`config.mk`:
```
export PLATFORM = sky130hd
export DESIGN_NAME = pbpc_port
export DESIGN_NICKNAME = d
export VERILOG_FILES = /design/src/hdl/pbpc_pkg.sv /design/src/hdl/pbpc_sync.sv /design/src/hdl/pbpc_port.sv
export SDC_FILE = /design/constraint.sdc
export NUM_CORES = 1
export LEC_CHECK = 0
export BUFFER_PORTS_ARGS = -buffer_cell sky130_fd_sc_hd__buf_2
export CORE_AREA = 3 3 91 67
export CTS_CLUSTER_DIAMETER = 30
export DETAILED_ROUTE_END_ITERATION = 10
export DIE_AREA = 0 0 94 70
export GPL_TIMING_DRIVEN = 0
export HOLD_SLACK_MARGIN = 0.12
export PLACE_DENSITY = 0.93
export RECOVER_POWER = 25
export REMOVE_ABC_BUFFERS = 1
export SLEW_MARGIN = 20
export SYNTH_ARGS = -nofsm -noshare
export SYNTH_HDL_FRONTEND = slang
export SYNTH_SLANG_ARGS = --single-unit
```
`constraint.sdc`:
```
create_clock -name clk -period 2.1 [get_ports clk]
set_input_delay 0.42 -clock clk [delete_from_list [all_inputs] [get_ports clk]]
set_output_delay 0.42 -clock clk [all_outputs]
set_load 0.02 [all_outputs]
```
`src/hdl/pbpc_pkg.sv`:
```
// Purpose: Shared constants and carrier types for the eight-bit port B pin control block.
// Assumes: One 200 MHz clock; registers sit on a plain 20-bit address port.
// Notes: Offsets are the lower 20 bits of the CPU address.
package pbpc_pkg;

  // ==========================================================================
  // Register map and widths
  // ==========================================================================
  localparam int PBPC_ADDR_W = 20;
  localparam int PBPC_DATA_W = 8;
  localparam logic [19:0] PBPC_DIR_OFFSET = 20'hE_E00A;
  localparam logic [19:0] PBPC_LATCH_OFFSET = 20'hF_FFDA;

  // ==========================================================================
  // Reset values and read answers
  // ==========================================================================
  localparam logic [7:0] PBPC_DIR_RESET = 8'h00;
  localparam logic [7:0] PBPC_LATCH_RESET = 8'h00;
  localparam logic [7:0] PBPC_DIR_READ = 8'hFF;
  localparam logic [7:0] PBPC_UNMAPPED_READ = 8'h00;
  localparam logic [7:0] PBPC_OE_N_IDLE = 8'hFF;

  // ==========================================================================
  // Pin positions of the shared upper pins
  // ==========================================================================
  localparam int PBPC_PIN_RX = 7;
  localparam int PBPC_PIN_TX = 6;
  localparam int PBPC_PIN_CLK = 5;

  // ==========================================================================
  // Carrier types
  // ==========================================================================
  // Settings coming from the serial, pattern and DRAM units.
  typedef struct packed {
    logic [2:0] patternEnable;
    logic [2:0] patternOut;
    logic smartCardSelect;
    logic receiverEnable;
    logic transmitterEnable;
    logic clockEnableLo;
    logic clockEnableHi;
    logic syncSelect;
    logic serialTxData;
    logic serialTxDrive;
    logic serialClkData;
    logic lowerColumnStrobeSel;
    logic lowerColumnStrobe;
  } pbpc_periph_t;

  // Values handed back to the serial unit.
  typedef struct packed {
    logic serialRxIn;
    logic serialClkIn;
  } pbpc_to_periph_t;

  // Register port request.
  typedef struct packed {
    logic [19:0] addr;
    logic [7:0] wdata;
    logic wr;
    logic rd;
  } pbpc_bus_req_t;

endpackage : pbpc_pkg

```
`src/hdl/pbpc_sync.sv`:
```
// Purpose: Three-stage pin synchroniser; the output moves once stages two and three agree.
// Assumes: Inputs are asynchronous to clk.
// Notes: Stage one feeds stage two only.
`timescale 1ns/1ps
module pbpc_sync #(
  parameter int W = 8
) (
  // Clock and reset.
  input wire logic clk,
  input wire logic rst_n,
  // Asynchronous level in, filtered level out.
  input wire logic [W-1:0] async,
  output logic [W-1:0] level
);
  import pbpc_pkg::*;

  typedef struct packed {
    logic [W-1:0] s1;
    logic [W-1:0] s2;
    logic [W-1:0] s3;
    logic [W-1:0] stable;
  } pbpc_sync_state_t;

  pbpc_sync_state_t state_q;
  pbpc_sync_state_t state_d;

  // A bit takes the new level only when the two later stages agree.
  always_comb
  begin
    state_d = state_q;
    state_d.s1 = async;
    state_d.s2 = state_q.s1;
    state_d.s3 = state_q.s2;
    for (int i = 0; i < W; i++)
    begin
      if (state_q.s2[i] == state_q.s3[i])
      begin
        state_d.stable[i] = state_q.s3[i];
      end
    end
  end

  // State register with synchronous reset.
  always_ff @(posedge clk)
  begin
    if (!rst_n)
    begin
      state_q <= '0;
    end
    else
    begin
      state_q <= state_d;
    end
  end

  assign level = state_q.stable;

endmodule : pbpc_sync

```
`src/hdl/pbpc_port.sv`:
```
// Purpose: Eight-bit port B with direction and output registers and upper pin muxing.
// Assumes: Peripheral settings arrive on clk; pins are asynchronous and pass a synchroniser.
// Notes: Pin drive and enable are registered, so a change reaches the pins one cycle later.
//
// The implementer's own choice: the plain strobed port.
`timescale 1ns/1ps
module pbpc_port #(
  parameter int W = 8
) (
  // Clock and reset.
  input wire logic clk,
  input wire logic rst_n,
  // Standby controls.
  input wire logic hwStandby,
  input wire logic swStandby,
  // Register port.
  input wire logic [pbpc_pkg::PBPC_ADDR_W-1:0] busAddr,
  input wire logic [pbpc_pkg::PBPC_DATA_W-1:0] busWdata,
  input wire logic busWr,
  input wire logic busRd,
  output logic [pbpc_pkg::PBPC_DATA_W-1:0] busRdata,
  // Peripheral side.
  input wire pbpc_pkg::pbpc_periph_t periph,
  output pbpc_pkg::pbpc_to_periph_t toPeriph,
  // Pins.
  input wire logic [W-1:0] pinIn,
  output logic [W-1:0] pinOut,
  output logic [W-1:0] pinOe_n
);
  import pbpc_pkg::*;

  // ==========================================================================
  // State
  // ==========================================================================
  typedef struct packed {
    logic [W-1:0] dir;
    logic [W-1:0] latch;
    logic [W-1:0] drive;
    logic [W-1:0] oeN;
    logic [7:0] rdata;
    logic rxIn;
    logic clkIn;
  } pbpc_state_t;

  pbpc_state_t state_q;
  pbpc_state_t state_d;
  logic [W-1:0] pinLevel;
  logic [W-1:0] muxDrive;
  logic [W-1:0] muxOeN;
  logic [W-1:0] portRead;
  logic [W-1:0] pinTaken;
  logic hitDir;
  logic hitLatch;
  logic rxOwned;
  logic txOwned;
  logic clkOut;
  logic clkInSel;

  // ==========================================================================
  // Pin synchroniser
  // ==========================================================================
  pbpc_sync #(
    .W(W)
  ) u_sync (
    .clk(clk),
    .rst_n(rst_n),
    .async(pinIn),
    .level(pinLevel)
  );

  // ==========================================================================
  // Address decode
  // ==========================================================================
  // Only the lower 20 address bits take part in the match.
  assign hitDir = (busAddr == PBPC_DIR_OFFSET);
  assign hitLatch = (busAddr == PBPC_LATCH_OFFSET);

  // Port read mixes latch and pin level bit by bit.
  assign portRead = (state_q.dir & state_q.latch) | (~state_q.dir & pinLevel);

  // ==========================================================================
  // Upper pin function selection
  // ==========================================================================
  // Peripheral ownership of the three shared pins.
  always_comb
  begin
    rxOwned = periph.receiverEnable | periph.smartCardSelect;
    txOwned = periph.transmitterEnable | periph.smartCardSelect;
    clkOut = ~periph.clockEnableHi & (periph.clockEnableLo | periph.syncSelect);
    clkInSel = periph.clockEnableHi;
  end

  // Pin drive and enable before the standby freeze.
  always_comb
  begin
    muxDrive = state_q.latch;
    muxOeN = ~state_q.dir;
    pinTaken = '0;
    // Pattern output replaces the latch only on pins set as outputs.
    for (int i = 0; i < 3; i++)
    begin
      if (state_q.dir[PBPC_PIN_CLK + i] && periph.patternEnable[i])
      begin
        muxDrive[PBPC_PIN_CLK + i] = periph.patternOut[i];
      end
    end
    // Pin 7 becomes the serial receive input.
    if (rxOwned)
    begin
      pinTaken[PBPC_PIN_RX] = 1'b1;
      muxDrive[PBPC_PIN_RX] = 1'b0;
      muxOeN[PBPC_PIN_RX] = 1'b1;
    end
    // Pin 6 becomes the serial transmit output; smart card mode may float it.
    if (txOwned)
    begin
      pinTaken[PBPC_PIN_TX] = 1'b1;
      muxDrive[PBPC_PIN_TX] = periph.serialTxData;
      if (periph.smartCardSelect)
      begin
        muxOeN[PBPC_PIN_TX] = ~periph.serialTxDrive;
      end
      else
      begin
        muxOeN[PBPC_PIN_TX] = 1'b0;
      end
    end
    // Pin 5: column strobe first, then serial clock, then general use.
    if (periph.lowerColumnStrobeSel)
    begin
      pinTaken[PBPC_PIN_CLK] = 1'b1;
      muxDrive[PBPC_PIN_CLK] = periph.lowerColumnStrobe;
      muxOeN[PBPC_PIN_CLK] = 1'b0;
    end
    else if (clkInSel)
    begin
      pinTaken[PBPC_PIN_CLK] = 1'b1;
      muxDrive[PBPC_PIN_CLK] = 1'b0;
      muxOeN[PBPC_PIN_CLK] = 1'b1;
    end
    else if (clkOut)
    begin
      pinTaken[PBPC_PIN_CLK] = 1'b1;
      muxDrive[PBPC_PIN_CLK] = periph.serialClkData;
      muxOeN[PBPC_PIN_CLK] = 1'b0;
    end
  end

  // ==========================================================================
  // Next state
  // ==========================================================================
  // Register writes, read answer, pin freeze in software standby.
  always_comb
  begin
    state_d = state_q;
    // Register writes keep working in software standby; only pins freeze.
    if (busWr && hitDir)
    begin
      state_d.dir = busWdata[W-1:0];
    end
    if (busWr && hitLatch)
    begin
      state_d.latch = busWdata[W-1:0];
    end
    // The read answer stands only in the cycle after the strobe.
    state_d.rdata = PBPC_UNMAPPED_READ;
    if (busRd && hitDir)
    begin
      state_d.rdata = PBPC_DIR_READ;
    end
    else if (busRd && hitLatch)
    begin
      state_d.rdata = portRead;
    end
    // Pins hold their last drive for the whole software standby period.
    if (!swStandby)
    begin
      state_d.drive = muxDrive;
      state_d.oeN = muxOeN;
    end
    else
    begin
      state_d.drive = state_q.drive;
      state_d.oeN = state_q.oeN;
    end
    // Serial receive follows synchronised pin 7 when the receiver owns it; serial clock in follows pin 5 whenever clockEnableHi is set.
    state_d.rxIn = rxOwned ? pinLevel[PBPC_PIN_RX] : 1'b1;
    state_d.clkIn = clkInSel ? pinLevel[PBPC_PIN_CLK] : 1'b0;
  end

  // ==========================================================================
  // State register
  // ==========================================================================
  // Reset and hardware standby load the reset values here and float all pins; the synchroniser clears on reset only.
  always_ff @(posedge clk)
  begin
    if (!rst_n || hwStandby)
    begin
      state_q.dir <= PBPC_DIR_RESET;
      state_q.latch <= PBPC_LATCH_RESET;
      state_q.drive <= '0;
      state_q.oeN <= PBPC_OE_N_IDLE;
      state_q.rdata <= PBPC_UNMAPPED_READ;
      state_q.rxIn <= 1'b1;
      state_q.clkIn <= 1'b0;
    end
    else
    begin
      state_q <= state_d;
    end
  end

  // ==========================================================================
  // Outputs
  // ==========================================================================
  assign busRdata = state_q.rdata;
  assign pinOut = state_q.drive;
  assign pinOe_n = state_q.oeN;
  assign toPeriph.serialRxIn = state_q.rxIn;
  assign toPeriph.serialClkIn = state_q.clkIn;

endmodule : pbpc_port

```
==> results.cfg <==
[run_status]
status = complete, no violations

[logic_synthesis]
synth_edf_count = 0
yosys_register_bits = 74
synth_area_per_cell_sq_um = 9.386
synthTopCellsByArea = dfxtp_1 51%, mux2i_1 7.6%, buf_4 7.0%
ys_types = 36
synth_top_area_share_pct = 51.08
synth-seq-area-share_pct = 51.08
syn_area_sq_um = 2900
syn_inst = 309
ys_warn_count = 0
synth_top_area_cell = dfxtp_1
synth_ff_type = dfxtp_1
synthArstFlopShare_pct = 0

[critical_path]
worstReg2RegEnd = pinOut[5]
worstRegToRegCells = 4
cp-start-kind = input pin
r2r_start = state_q[39]
arrival_ps = 2030
critPathRequiredTime_ps = 2320
r2r_setup_slack_ps = 770
criticalPathCategory = in2reg
path_max_fanout = 35
crit_path_end_kind = flop

[drt]
wl_met2_um = 3175
detail_route.vias_per_cell = 5.265
vias = 2322
first_iter_violations = 150
drt-met1-wl_um = 2771
wirelength_um = 6532
route.top_layer_used = met4
wl_per_cell_um = 14.81
drc = 0
wl_met3_um = 532
dr.pass1.iters = 4
ant_nets = 0

[floorplan]
start_util_pct = 55.45
die_height_um = 70
die_area_sq_um = 6580
ios = 85
dieWidth_um = 94
row_count = 22
core_area_sq_um = 5230

[timing]
skew_ps = 4.739
whs_ps = 283.5
slew_violations = 0
relSlewSlack_pct = 34.01
setup_viol = 0
post-route-period-util_pct = 86.03
hold_viol_final = 0
finalSetupTns_ps = 0
fin_crit_ps = 1807
rsz0062_at_grt = no
tightestPinTransition_ps = 989.9
fin_ws_ps = 293.4
fmaxAchievable_ghz = 0.5535

[clocking]
htree_levels = 3
cts_buffers = 9
cts_setup_buffers = 0
cts.repair.resized = 0
clkSlewWorstSetupHoldPaths_ps = 70
cts_buffer_depth = 2
cts.sinks = 74
clk_latency_ps = 340
hold_buffers = 0
root_buffer = clkbuf_8
cts_tree = done

[hold_path]
min_delay_path_depth = 2
hold_start = pinIn[0]
whs_endpoint = u_sync.state_d[16]
min_path_type = in2reg

[flow_run]
maxCapViolCount = 0

[global_route]
track_usage_pct = 20.41
grt_pass1_wl_um = 10280
grt_pass1_vias = 2229
grt_antenna_before_repair = 0
grt_overflow = 0
grt_max_degree = 36

[placement]
place_inst = 425
gp_congestion = 0.7461
detailedPlace.worstSlack_ps = -124.6
io_buffers = 84
dp_hpwl_um = 4514
placed_cell_area_sq_um = 3157

[power]
ir_drop_uv = 526.8
p_total_mw = 2.800
power_density_nw_per_um2 = 826.9
p_leak_nw = 1.359

[final_layout]
fin_nets = 423
fin_util_pct = 64.74
seqCellArea_sq_um = 1481
nFillCells = 444
stdcell_area_sq_um = 3386
syn2layout_area_growth_pct = 16.74
multiInputGateArea_sq_um = 1142
finalNonFillerCells = 441
antenna_cells = 0
final_layout_size_suffix_gt1_share_pct = 27.64
[worst max-delay path, stage by stage]
cell	delay, ps
buf_2	390
nand2b_1	640
or3_1	560
[where the power goes]
group	leakage, nW	switching (mW)	internal, mW	total, mW
clock	0.117	0.489	0.734	1.22
sequential	0.601	0.00831	1.43	1.43
combinational	0.641	0.0743	0.0684	0.143
total	1.36	0.571	2.23	2.80
[cells by family after synthesis]
family          synth area share [%]
buf+inv                        9.534
mux                            7.593
compound gates                 12.73
simple gates                   19.07
flops                          51.08
[placed cells by master (no fill, tap or decap), types with 3 or more instances in the layout]
cell      instances
mux2i_1          22
and2_1           22
inv_1             6
a21boi_0          8
nor3_1            4
o21ai_1           8
buf_2            84
nor2_1           10
clkbuf_8         11
dfxtp_1          74
a21oi_1          19
nand4_1           3
nand2_1          21
o21ai_0          26
nand3_1          19
nor2b_1           3
[cell usage after synthesis, types with 3 or more instances]
cell	number
a21boi_0	8
a21oi_1	19
and2_1	24
buf_4	27
clkbuf_1	11
dfxtp_1	74
inv_1	6
mux2i_1	22
nand2_1	21
nand3_1	19
nand4_1	3
nor2_1	10
nor2b_1	3
nor3_1	4
o21ai_0	26
o21ai_1	8
[flip-flops by register name (all words and copies together), names as in the netlist]
name	cells
u_sync.state_q	8
toPeriph	2
busRdata	8
pinOut	8
u_sync.state_d	16
muxDrive	5
state_q	11
u_sync.level	8
pinOe_n	8
[final cells by class]
cell class / count / share of cell area (%)
Inverter: 6 / 0.6652
Tap cell: 72 / 2.661
Timing Repair Buffer: 84 / 12.42
Sequential cell: 74 / 43.75
Clock buffer: 12 / 4.582
Multi-Input combinational cell: 189 / 33.74
Clock inverter: 4 / 2.180
[metal layers]
layer / global-route usage (%) / vias to the layer above
met1: 23.40 / 1077
li1: - / 1150
met4: 8.013 / 0
met3: 6.566 / 7
met2: 35.01 / 88
met5: 0 / -
[worst max path at each step]
| stage | from | to | slack, ps |
|---|---|---|---|
| floorplan | busAddr[0] | busRdata[0] | 640 |
| global placement | rst_n | toPeriph[1] | -60 |
| detailed placement | rst_n | toPeriph[1] | -120 |
| CTS | rst_n | toPeriph[1] | 280 |
| global route | rst_n | toPeriph[1] | 140 |
| finish | rst_n | toPeriph[1] | 290 |
Note: power is estimated with default switching activity, not from simulation.
